`src/hdl/mts_pkg.sv`:
```
// constants and types of the multichannel trigger sequencer
package mts_pkg;
    // --------------------------------------------------
    // timing
    // --------------------------------------------------
    localparam int CLK_NS = 10;
    localparam int MS_NS = 1000000;
    localparam int MS_CYC_DEF = MS_NS / CLK_NS;
    localparam int SLOT_US = 200;
    localparam int SLOT_CYC_DEF = (SLOT_US * 1000) / CLK_NS;
    localparam int LAT_US = 1;
    localparam int LAT_CYC = (LAT_US * 1000) / CLK_NS;
    localparam int HOLD_MS = 10;
    localparam logic [15:0] PER_DEF = 16'h03e8;
    localparam logic [15:0] CNT_DEF = 16'h0001;
    // --------------------------------------------------
    // register map
    // --------------------------------------------------
    localparam int AW = 8;
    localparam logic [7:0] A_CTRL = 8'h00;
    localparam logic [7:0] A_COUNT = 8'h04;
    localparam logic [7:0] A_PERIOD = 8'h08;
    localparam logic [7:0] A_TRIG = 8'h0c;
    localparam logic [7:0] A_CFG0 = 8'h10;
    localparam logic [7:0] A_STATUS = 8'h20;
    localparam logic [7:0] A_ERR = 8'h24;
    localparam int CFG_CAL = 0;
    localparam int CFG_SCALE = 2;
    localparam int CFG_ATT = 4;
    localparam int ERR_PER = 0;
    localparam int ERR_MODE = 1;
    // arbitrary code value
    localparam logic [7:0] BAD_MODE_ERROR_CODE = 8'h01;
    // --------------------------------------------------
    // encodings
    // --------------------------------------------------
    typedef enum logic [1:0] {
        SRC_LOCAL = 2'b00,
        SRC_EXT = 2'b01,
        SRC_REM = 2'b10
    } mts_src_type;
    localparam logic [1:0] CAL_NONE = 2'h0;
    localparam logic [1:0] CAL_GND = 2'h1;
    localparam logic [1:0] CAL_REFERENCE_THEN_GROUND = 2'h2;
    localparam logic [1:0] CAL_REFERENCE_LATE_GROUND = 2'h3;
    localparam logic [1:0] RD_INPUT = 2'h0;
    localparam logic [1:0] RD_GROUND = 2'h1;
    localparam logic [1:0] RD_REF = 2'h2;
    localparam logic [1:0] ATT_OFF = 2'h0;
    localparam logic [1:0] ATT_ON = 2'h1;
    localparam logic [1:0] SCALE_20V = 2'h0;
endpackage

```
`src/hdl/mts_sequencer.sv`:
```
// trigger sequencer for a four-channel voltmeter
//
// The placing of the registers and the strobed register port are this design's own decisions.
`timescale 1ns/1ps
// Overview of operation
// - power-up in local continuous triggering
// - low external input in local selects external
// - external falling edge starts sequences when idle
// - aligned input reading after fixed latency
// - short sequences padded, padding results discarded
// - each channel publishes at own sequence end
// - busy high from trigger to longest end
// - one- to four-slot reading order per calibration mode
// - sequences per trigger programmable, default one
// - too short period flags error, restores 1000ms
// - busy spans whole ensemble including gaps
// - one trigger buffered while busy, rest dropped
// - buffered trigger: busy low 10ms, then start
// - started sequences always complete
// - first external trigger in local is buffered
// - leave external only by source command
// - off local, dashes while settling; next reading new settings
// - remote mode triggers on trigger command
// - wrong-kind triggers ignored in each mode
// - external/remote switch needs one old trigger
// - non-local legal scale/attenuator/calibration combos
// - busy held high in local mode
// - illegal mode forces attenuator on, flags error
module mts_sequencer #(
    parameter int MS_CYC = mts_pkg::MS_CYC_DEF,
    parameter int SLOT_CYC = mts_pkg::SLOT_CYC_DEF
) (
    // clock and reset
    input wire logic i_clk,
    input wire logic i_rst,
    // register port
    input wire logic [mts_pkg::AW-1:0] i_addr,
    input wire logic [31:0] i_wdata,
    input wire logic i_wr,
    input wire logic i_rd,
    output logic [31:0] o_rdata,
    // trigger pins
    input wire logic i_ext_trig_n,
    output logic o_busy,
    // converter side
    output logic o_read_start,
    output logic [7:0] o_read_kind,
    output logic [3:0] o_pad,
    output logic [3:0] o_publish,
    output logic [3:0] o_dash
);
    import mts_pkg::*;

    typedef enum logic [2:0] {
        ST_IDLE = 3'b000,
        ST_LAT = 3'b001,
        ST_SLOT = 3'b010,
        ST_GAP = 3'b011,
        ST_HOLD = 3'b100
    } mts_state_type;

    // --------------------------------------------------
    // decoding functions
    // --------------------------------------------------
    function automatic logic [2:0] seq_len(input logic [1:0] cal);
        seq_len = {1'b0, cal} + 3'h1;
    endfunction

    function automatic logic [1:0] slot_kind(input logic [1:0] cal,
                                             input logic [1:0] s);
        slot_kind = RD_INPUT;
        unique case (cal)
            CAL_NONE: slot_kind = RD_INPUT;
            CAL_GND: begin
                if (s == 2'h1) slot_kind = RD_GROUND;
            end
            CAL_REFERENCE_THEN_GROUND: begin
                if (s == 2'h1) slot_kind = RD_REF;
                if (s == 2'h2) slot_kind = RD_GROUND;
            end
            CAL_REFERENCE_LATE_GROUND: begin
                if (s == 2'h1) slot_kind = RD_REF;
                if (s == 2'h3) slot_kind = RD_GROUND;
            end
        endcase
    endfunction

    function automatic logic cfg_legal(input logic [5:0] c);
        logic [1:0] att;
        att = c[CFG_ATT+:2];
        cfg_legal = (att == ATT_ON) ||
            ((c[CFG_SCALE+:2] != SCALE_20V) &&
             (c[CFG_CAL+:2] <= CAL_GND));
    endfunction

    // --------------------------------------------------
    // state
    // --------------------------------------------------
    mts_state_type st_r;
    mts_src_type src_r;
    mts_src_type pmode_r;
    logic pend_r;
    logic buf_r;
    logic ext_m_r, ext_s_r, ext_d_r;
    logic [31:0] cnt_r;
    logic [1:0] slot_r;
    logic [15:0] rem_r;
    logic [15:0] count_r;
    logic [15:0] per_r;
    logic [31:0] pre_r;
    logic [15:0] ms_r;
    logic [5:0] cfg_r [4];
    logic [1:0] cal_l_r [4];
    logic [2:0] long_r;
    logic [1:0] err_r;
    logic [3:0] dash_r;
    logic [3:0] fresh_r;
    logic [3:0] bad_w;
    logic [3:0] cfg_w;
    logic [3:0] pub;
    logic [2:0] long_now;
    logic [47:0] per_cyc, need_cyc;
    logic ext_fall, ext_low, ctrl_wr, trg_cmd;
    logic ext_ev, rem_ev, pend_ev, trig, loc_hit;
    logic busy_run, slot_end, seq_end, slot_go, seq_go, per_bad;
    logic [1:0] new_src;

    // --------------------------------------------------
    // trigger input and events
    // --------------------------------------------------
    // two-flop synchroniser
    always_ff @(posedge i_clk) begin
        if (i_rst) begin
            ext_m_r <= 1'b1;
            ext_s_r <= 1'b1;
            ext_d_r <= 1'b1;
        end else begin
            ext_m_r <= i_ext_trig_n;
            ext_s_r <= ext_m_r;
            ext_d_r <= ext_s_r;
        end
    end

    // bounces are not filtered, each edge counts
    assign ext_fall = ext_d_r & ~ext_s_r;
    assign ext_low = ~ext_s_r;
    assign ctrl_wr = i_wr && (i_addr == A_CTRL);
    assign trg_cmd = i_wr && (i_addr == A_TRIG);
    assign new_src = i_wdata[1:0];
    // each mode listens to its own kind only
    assign ext_ev = ext_fall && (src_r == SRC_EXT);
    assign rem_ev = trg_cmd && (src_r == SRC_REM);
    // old-kind trigger completes a pending switch
    assign pend_ev = pend_r && (ext_ev || rem_ev);
    assign trig = (ext_ev || rem_ev) && !pend_r;
    assign loc_hit = (src_r == SRC_LOCAL) && ext_low && !ctrl_wr;
    assign busy_run = (st_r != ST_IDLE) && (st_r != ST_HOLD);

    // --------------------------------------------------
    // trigger source
    // --------------------------------------------------
    // only a write, a trigger completing a pending switch, or the local low level moves it
    always_ff @(posedge i_clk) begin
        if (i_rst) begin
            src_r <= SRC_LOCAL;
            pmode_r <= SRC_LOCAL;
            pend_r <= 1'b0;
        end else if (ctrl_wr && new_src != 2'h3) begin
            if (new_src == SRC_LOCAL || src_r == SRC_LOCAL ||
                    new_src == src_r) begin
                src_r <= mts_src_type'(new_src);
                pend_r <= 1'b0;
            end else begin
                // wait for one trigger of the old kind
                pmode_r <= mts_src_type'(new_src);
                pend_r <= 1'b1;
            end
        end else if (pend_ev) begin
            src_r <= pmode_r;
            pend_r <= 1'b0;
        end else if (loc_hit) begin
            src_r <= SRC_EXT;
        end
    end

    // --------------------------------------------------
    // one-deep trigger buffer
    // --------------------------------------------------
    // set wins; extra triggers fall away
    always_ff @(posedge i_clk) begin
        if (i_rst) begin
            buf_r <= 1'b0;
        end else if (loc_hit || (trig && busy_run)) begin
            buf_r <= 1'b1;
        end else if ((st_r == ST_HOLD && seq_go) ||
                (ctrl_wr && new_src == 2'h0)) begin
            // a trigger held is stale once local is selected
            buf_r <= 1'b0;
        end
    end

    // --------------------------------------------------
    // sequencer
    // --------------------------------------------------
    always_comb begin
        long_now = 3'h1;
        for (int i = 0; i < 4; i++) begin
            if (seq_len(cfg_r[i][CFG_CAL+:2]) > long_now)
                long_now = seq_len(cfg_r[i][CFG_CAL+:2]);
        end
    end

    assign slot_end = (st_r == ST_SLOT) &&
        (cnt_r == 32'(SLOT_CYC - 1));
    assign seq_end = slot_end && ({1'b0, slot_r} == long_r - 3'h1);
    assign slot_go = ((st_r == ST_LAT) && (cnt_r == 32'(LAT_CYC - 1)))
        || (slot_end && !seq_end);
    // entry into latency: a new sequence begins
    assign seq_go = ((st_r == ST_IDLE) &&
            ((src_r == SRC_LOCAL) ||
             (src_r != SRC_LOCAL && !buf_r && trig))) ||
        ((st_r == ST_GAP) && (ms_r >= per_r)) ||
        ((st_r == ST_HOLD) && (ms_r >= 16'(HOLD_MS)));

    // no input aborts a started sequence
    always_ff @(posedge i_clk) begin
        if (i_rst) begin
            st_r <= ST_IDLE;
            cnt_r <= 32'h0;
            slot_r <= 2'h0;
            rem_r <= 16'h0;
        end else begin
            cnt_r <= cnt_r + 32'h1;
            unique case (st_r)
                ST_IDLE: begin
                    cnt_r <= 32'h0;
                    if (seq_go) begin
                        st_r <= ST_LAT;
                        // local runs one at a time
                        rem_r <= (src_r == SRC_LOCAL) ? 16'h1 : count_r;
                    end else if (src_r != SRC_LOCAL && buf_r) begin
                        st_r <= ST_HOLD;
                    end
                end
                ST_LAT: begin
                    if (slot_go) begin
                        st_r <= ST_SLOT;
                        cnt_r <= 32'h0;
                        slot_r <= 2'h0;
                    end
                end
                ST_SLOT: begin
                    if (slot_end) begin
                        cnt_r <= 32'h0;
                        slot_r <= slot_r + 2'h1;
                        if (seq_end) begin
                            if (rem_r > 16'h1) begin
                                st_r <= ST_GAP;
                                rem_r <= rem_r - 16'h1;
                            end else if (src_r != SRC_LOCAL && buf_r) begin
                                st_r <= ST_HOLD;
                            end else begin
                                st_r <= ST_IDLE;
                            end
                        end
                    end
                end
                ST_GAP: begin
                    cnt_r <= 32'h0;
                    if (seq_go) st_r <= ST_LAT;
                end
                ST_HOLD: begin
                    cnt_r <= 32'h0;
                    if (seq_go) begin
                        st_r <= ST_LAT;
                        rem_r <= count_r;
                    end
                end
                default: st_r <= ST_IDLE;
            endcase
        end
    end

    // latch settings so a sequence runs on one configuration
    always_ff @(posedge i_clk) begin
        if (i_rst) begin
            long_r <= 3'h1;
            for (int i = 0; i < 4; i++) cal_l_r[i] <= CAL_NONE;
        end else if (seq_go) begin
            long_r <= long_now;
            for (int i = 0; i < 4; i++) cal_l_r[i] <= cfg_r[i][CFG_CAL+:2];
        end
    end

    // millisecond timer from the start of sequence or hold
    always_ff @(posedge i_clk) begin
        if (i_rst || (slot_end && seq_end && rem_r <= 16'h1)) begin
            pre_r <= 32'h0;
            ms_r <= 16'h0;
        end else if (seq_go) begin
            // the start cycle counts, so starts sit one period apart
            pre_r <= 32'(MS_CYC > 1);
            ms_r <= 16'h0;
        end else if (pre_r == 32'(MS_CYC - 1)) begin
            pre_r <= 32'h0;
            if (ms_r != 16'hffff) ms_r <= ms_r + 16'h1;
        end else begin
            pre_r <= pre_r + 32'h1;
        end
    end

    // period between starts runs from the latency entry
    // --------------------------------------------------
    // programmable count, period and errors
    // --------------------------------------------------
    assign per_cyc = 48'(per_r) * 48'(MS_CYC);
    assign need_cyc = 48'(LAT_CYC) + 48'(long_now) * 48'(SLOT_CYC);
    assign per_bad = (src_r != SRC_LOCAL) && (per_cyc < need_cyc);

    always_ff @(posedge i_clk) begin
        if (i_rst) count_r <= CNT_DEF;
        else if (i_wr && i_addr == A_COUNT) count_r <= i_wdata[15:0];
    end

    // too short a period falls back to the default
    always_ff @(posedge i_clk) begin
        if (i_rst) per_r <= PER_DEF;
        else if (per_bad) per_r <= PER_DEF;
        else if (i_wr && i_addr == A_PERIOD) per_r <= i_wdata[15:0];
    end

    // write one to clear; a new error wins over the clear
    always_ff @(posedge i_clk) begin
        if (i_rst) begin
            err_r <= 2'h0;
        end else begin
            if (i_wr && i_addr == A_ERR) err_r <= err_r & ~i_wdata[1:0];
            if (per_bad) err_r[ERR_PER] <= 1'b1;
            if (|bad_w) err_r[ERR_MODE] <= 1'b1;
        end
    end

    // --------------------------------------------------
    // per-channel configuration and reading control
    // --------------------------------------------------
    for (genvar g = 0; g < 4; g++) begin : g_ch
        assign cfg_w[g] = i_wr && (i_addr == A_CFG0 + 8'(4 * g));
        // legality checked only off local triggering
        assign bad_w[g] = cfg_w[g] && (src_r != SRC_LOCAL) &&
            !cfg_legal(i_wdata[5:0]);
        assign pub[g] = slot_end &&
            ({1'b0, slot_r} == seq_len(cal_l_r[g]) - 3'h1);

        always_ff @(posedge i_clk) begin
            if (i_rst) begin
                cfg_r[g] <= {ATT_ON, SCALE_20V, CAL_NONE};
            end else if (bad_w[g]) begin
                cfg_r[g] <= {ATT_ON, i_wdata[3:0]};
            end else if (cfg_w[g]) begin
                cfg_r[g] <= i_wdata[5:0];
            end
        end

        // off local, dashes until a reading taken under new settings
        always_ff @(posedge i_clk) begin
            if (i_rst) begin
                dash_r[g] <= 1'b0;
                fresh_r[g] <= 1'b0;
            end else if (cfg_w[g]) begin
                dash_r[g] <= (src_r != SRC_LOCAL);
                fresh_r[g] <= 1'b0;
            end else if (pub[g] && fresh_r[g]) begin
                dash_r[g] <= 1'b0;
                fresh_r[g] <= 1'b0;
            end else if (seq_go) begin
                fresh_r[g] <= dash_r[g];
            end
        end

        // reading order; padding marked; own publish
        always_ff @(posedge i_clk) begin
            if (i_rst) begin
                o_read_kind[2*g+:2] <= RD_INPUT;
                o_pad[g] <= 1'b0;
                o_publish[g] <= 1'b0;
            end else begin
                o_publish[g] <= pub[g] && (!dash_r[g] || fresh_r[g]);
                if (slot_go) begin
                    o_read_kind[2*g+:2] <= slot_kind(cal_l_r[g],
                        (st_r == ST_LAT) ? 2'h0 : slot_r + 2'h1);
                    o_pad[g] <= (st_r != ST_LAT) &&
                        ({1'b0, slot_r} >= seq_len(cal_l_r[g]) - 3'h1);
                end
            end
        end
    end

    always_ff @(posedge i_clk) begin
        if (i_rst) o_read_start <= 1'b0;
        else o_read_start <= slot_go;
    end

    // busy low only when idle or holding
    assign o_busy = (src_r == SRC_LOCAL) || busy_run;
    assign o_dash = dash_r;

    // --------------------------------------------------
    // register read port
    // --------------------------------------------------
    always_ff @(posedge i_clk) begin
        if (i_rst || !i_rd) begin
            o_rdata <= 32'h0;
        end else begin
            unique case (i_addr)
                A_CTRL: o_rdata <= {27'h0, pmode_r, pend_r, src_r};
                A_COUNT: o_rdata <= {16'h0, count_r};
                A_PERIOD: o_rdata <= {16'h0, per_r};
                A_CFG0: o_rdata <= {26'h0, cfg_r[0]};
                A_CFG0 + 8'h04: o_rdata <= {26'h0, cfg_r[1]};
                A_CFG0 + 8'h08: o_rdata <= {26'h0, cfg_r[2]};
                A_CFG0 + 8'h0c: o_rdata <= {26'h0, cfg_r[3]};
                A_STATUS: o_rdata <= {rem_r, 4'h0, dash_r,
                    3'h0, buf_r, st_r, o_busy};
                A_ERR: o_rdata <= {16'h0,
                    err_r[ERR_MODE] ? BAD_MODE_ERROR_CODE : 8'h0,
                    6'h0, err_r};
                default: o_rdata <= 32'h0;
            endcase
        end
    end
endmodule

```
`config.mk`:
```
export PLATFORM = sky130hd
export DESIGN_NAME = mts_sequencer
export DESIGN_NICKNAME = d
export VERILOG_FILES = /design/src/hdl/mts_pkg.sv /design/src/hdl/mts_sequencer.sv
export SDC_FILE = /design/constraint.sdc
export NUM_CORES = 1
export LEC_CHECK = 0
export BUFFER_PORTS_ARGS = -buffer_cell sky130_fd_sc_hd__buf_4
export CAP_MARGIN = 20
export CELL_PAD_IN_SITES_DETAIL_PLACEMENT = 1
export CELL_PAD_IN_SITES_GLOBAL_PLACEMENT = 2
export CORE_MARGIN = 10
export CORE_UTILIZATION = 41
export CTS_BUF_LIST = sky130_fd_sc_hd__clkbuf_16
export CTS_CLUSTER_SIZE = 10
export DETAILED_ROUTE_END_ITERATION = 6
export GPL_TIMING_DRIVEN = 0
export HOLD_SLACK_MARGIN = 0.05
export PLACE_DENSITY = 0.91
export SLEW_MARGIN = 20
export SYNTH_ARGS = -nofsm -noshare
export SYNTH_HDL_FRONTEND = slang
export SYNTH_SLANG_ARGS = --single-unit
```
`constraint.sdc`:
```
create_clock -name i_clk -period 22.3 [get_ports i_clk]
set_input_delay 2.23 -clock i_clk [delete_from_list [all_inputs] [get_ports i_clk]]
set_output_delay 2.23 -clock i_clk [all_outputs]
set_load 0.1 [all_outputs]
```
==> flow_metrics.env <==
export IMPL_status="complete, no violations"
export IMPL_finalWeightedCongestion=0.925
export IMPL_fin_tns_setup_ns=0
export IMPL_initial_antenna_violation_count=0
export IMPL_power_internal_uw=821
export IMPL_cts_sink_count=236
export IMPL_maximum_buffer_depth_of_the_clock_tree=3
export IMPL_total_power_mw=1.27
export IMPL_worst_skew_pair_late_latency_ns=0.57
export IMPL_grt_pass1_wl_um=77100
export IMPL_met3_length_um=2090
export IMPL_tightestPinTransition_ns=1.11
export IMPL_postSynth_asyncResetShare=0
export IMPL_floorplan_die_height_um=214
export IMPL_crit_slowest_cell="sky130_fd_sc_hd__nor4_4"
export IMPL_place_area_um2=16600
export IMPL_report_final_hold_viol_count=0
export IMPL_finalSetupViolations=0
export IMPL_detail_route_wirelength_met1_um=21000
export IMPL_syn_area_um2=15400
export IMPL_synth_sequential_area_ratio=0.328
export IMPL_cts_tree="built"
export IMPL_finalWirelength_um=47900
export IMPL_design_die_area_um2=45700
export IMPL_post_route_cells_drive_above_1_share=0.0768
export IMPL_synth_cells=1779
export IMPL_synth_net_count=2035
export IMPL_ys_seq_elements=236
export IMPL_post_route_cell_area_um2=17400
export IMPL_netlist_top_cells_area="sky130_fd_sc_hd__dfxtp_1 27%, sky130_fd_sc_hd__ha_1 13%, sky130_fd_sc_hd__edfxtp_1 6.2%"
export IMPL_area_growth_from_synthesis_to_final_layout_pct=13.0
export IMPL_maxSlewViolCount=0
export IMPL_synth_edff_count=32
export IMPL_post_synth_num_cell_types=79
export IMPL_fp_coreArea_um2=36900
export IMPL_post_drt_via_cell_ratio=5.59
export IMPL_drv_cap=0
export IMPL_cts_repair_resize_count=0
export IMPL_row_count=70
export IMPL_synth_avg_cell_area_um2=8.65
export IMPL_overflow=0
export IMPL_grt_total_usage=0.210
export IMPL_max_vdd_ir_drop_mv=0.0563
export IMPL_path_category_of_the_worst_min_delay_check="reg2reg"
export IMPL_route_vias_total=13400
export IMPL_cts_buffers=28
export IMPL_detailedRoute_firstPassIterationCount=5
export IMPL_final_min_period_over_clock_period=0.396
export IMPL_post_cts_buffers=0
export IMPL_ys_flop_type="sky130_fd_sc_hd__dfxtp_1"
export IMPL_max_freq_mhz=113
export IMPL_switching_power_uw=444
export IMPL_unrepaired_setup_endpoints_after_global_routing="false"
export IMPL_dp_final_hpwl_um=37900
export IMPL_post_cts_hold_buffer_count=0
export IMPL_finClkSkew_ns=0.0326
export IMPL_route_met2_wl_um=23200
export IMPL_post_route_worst_setup_slack_ns=13.48
export IMPL_highest_signal_layer="met4"
export IMPL_critPathKind="reg2reg"
export IMPL_initial_utilization=0.418
export IMPL_antenna_viol_nets_final=0
export IMPL_finalWorstPathRequiredPeriod_ns=8.82
export IMPL_detail_route_drc_violations=0
export IMPL_dpl_worst_slack_ns=13.56
export IMPL_top_level_ports=99
export IMPL_combinationalPowerShare=0.303
export IMPL_ctsHtreeMaxLevel=1
export IMPL_synth_top_area_share=0.265
export IMPL_critical_path_top_delay_family="compound AO/OA/AOI/OAI gates"
export IMPL_yosys_warnings=0
export IMPL_final_hold_worst_slack_ns=0.424
export IMPL_nNetsFinal=2144
export IMPL_num_antenna_cells=0
export IMPL_dr_first_iter_drc_count=896
export IMPL_leakage_power_nw=7.41
export IMPL_critical_path_startpoint_type="flop"
export IMPL_worstSetupEndpointType="flop"
export IMPL_first_global_vias=14200
export IMPL_clockRootBuffer="sky130_fd_sc_hd__clkbuf_16"
export IMPL_cp_max_fo=10
export IMPL_chipWidth_um=214
export IMPL_detailed_route_wire_length_per_cell_um=19.9
export IMPL_max_slew_margin_rel=0.256
export IMPL_powerDensity_nw_per_um2=72.7
export IMPL_synth_top_cell_by_area="sky130_fd_sc_hd__dfxtp_1"
export IMPL_p_clk_frac=0.316
export IMPL_crit_buf_inv=6
export IMPL_place_port_buffers=78
export IMPL_cp_arrival_ns=9.21
export IMPL_critical_path_max_stage_delay_ns=0.68
export IMPL_grt_start_max_net_pins=16
export IMPL_seq_power_share=0.381
export IMPL_worst_setup_hold_path_clk_slew_ns=0.06
export IMPL_p_sw_frac=0.351
export IMPL_cp_data_required_time_ns=22.69
## cells in the final DEF (no fill, tap or decap), drive strengths merged, types with 53 or more instances in the layout
master    n
nand3    60
dfxtp   204
nor2    229
clkbuf   74
xor2     59
nand2   150
a21oi    94
buf      90
nor3     53
ha      164
inv     167
## flip-flops by register name, summed over array words and instances, names as in the netlist, 8 cells and up
name         cells
cfg_r           24
cnt_r           32
cal_l_r          8
count_r         16
ms_r            16
rem_r           16
per_r           16
pre_r           32
o_rdata         32
o_read_kind      8
## worst paths after layout
path | to | cells after the start | slack [ns] | startpoint
hold reg to reg | ext_s_r$_SDFF_PP1_ | 1 | 0.42 | ext_m_r$_SDFF_PP1_
setup / recovery | per_r[13]$_SDFFE_PP0P_ | 36 | 13.48 | cfg_r[0][0]$_DFFE_PP_
hold / removal | ext_s_r$_SDFF_PP1_ | 1 | 0.42 | ext_m_r$_SDFF_PP1_
setup reg to reg | per_r[13]$_SDFFE_PP0P_ | 36 | 13.48 | cfg_r[0][0]$_DFFE_PP_
## kinds of logic after synthesis
kind of cell | count (synthesis) | synth area share
AND/OR/NAND/NOR | 662 | 0.204
AO/OA/AOI/OAI | 314 | 0.137
flip-flops | 236 | 0.328
buffers and inverters | 216 | 0.0539
adder cells (fa/ha/maj) | 211 | 0.194
XOR/XNOR | 108 | 0.0614
multiplexers | 32 | 0.0215
## worst register-to-register path: cells and delay by family (launching register included)
kind	cells	cell delay, ns
buffers and inverters	6	0.70
xor gates and xnor gates	1	0.06
and+or+nand+nor	8	1.71
AOI/OAI and AO/OA	13	3.13
adders and majority gates	7	2.16
muxes	1	0.41
DFF	1	0.44
## cells in the mapped netlist (5+ instances only)
master / number
sky130_fd_sc_hd__a21oi_1: 93
sky130_fd_sc_hd__xnor2_1: 49
sky130_fd_sc_hd__or2_2: 9
sky130_fd_sc_hd__and4_1: 5
sky130_fd_sc_hd__mux2i_1: 27
sky130_fd_sc_hd__xor2_1: 59
sky130_fd_sc_hd__nand2b_1: 9
sky130_fd_sc_hd__nor2_1: 229
sky130_fd_sc_hd__nand3_1: 60
sky130_fd_sc_hd__nor2b_1: 7
sky130_fd_sc_hd__nor3_1: 53
sky130_fd_sc_hd__a31oi_1: 19
sky130_fd_sc_hd__or3_1: 7
sky130_fd_sc_hd__a22oi_1: 26
sky130_fd_sc_hd__buf_2: 6
sky130_fd_sc_hd__dfxtp_1: 204
sky130_fd_sc_hd__o211ai_1: 16
sky130_fd_sc_hd__a211oi_1: 16
sky130_fd_sc_hd__o21a_1: 9
sky130_fd_sc_hd__a211o_1: 9
sky130_fd_sc_hd__nor3b_1: 5
sky130_fd_sc_hd__edfxtp_1: 32
sky130_fd_sc_hd__or4_1: 6
sky130_fd_sc_hd__and2_1: 21
sky130_fd_sc_hd__a32oi_1: 5
sky130_fd_sc_hd__ha_1: 164
sky130_fd_sc_hd__a21o_1: 21
sky130_fd_sc_hd__fa_1: 47
sky130_fd_sc_hd__nor4_1: 31
sky130_fd_sc_hd__and3_1: 22
sky130_fd_sc_hd__nand2_1: 150
sky130_fd_sc_hd__clkbuf_1: 46
sky130_fd_sc_hd__a221oi_1: 5
sky130_fd_sc_hd__a222oi_1: 9
sky130_fd_sc_hd__nand4_1: 31
sky130_fd_sc_hd__o21ai_0: 42
sky130_fd_sc_hd__inv_1: 157
## final cells by class
type | instances | area (um2)
flip-flops and latches | 236 | 5040
clock buffers | 28 | 701
inverters | 159 | 597
repair buffers | 79 | 591
multi-input cells | 1327 | 9530
clock inverters | 14 | 80.1
well taps | 504 | 631
fillers | 4410 | 19500
plain buffers | 57 | 233
## through the flow
stage          cells   util
2_1_floorplan   1779      -
3_3_place_gp    2361  0.451
3_5_place_dp    2362  0.451
4_1_cts         2404  0.472
5_1_grt         2404  0.472
6_report        2404  0.472
## power by group through the flow
| stage | clock [mW] | sequential (mW) | combinational [mW] |
|---|---|---|---|
| after detailed placement | 0 | 0.491 | 0.381 |
| after global routing | 0.425 | 0.485 | 0.432 |
| final | 0.400 | 0.482 | 0.383 |
| after global placement | 0 | 0.490 | 0.366 |
| after CTS | 0.406 | 0.482 | 0.385 |
| after floorplan | 0 | 0.481 | 0.274 |
## metal layers
layer | vias up | GRT usage
li1 | 6449 | -
met1 | 6623 | 0.264
met2 | 281 | 0.365
met3 | 85 | 0.0257
met4 | 0 | 0.0716
met5 | - | 0
No activity file was read; power rests on OpenSTA's default activity.
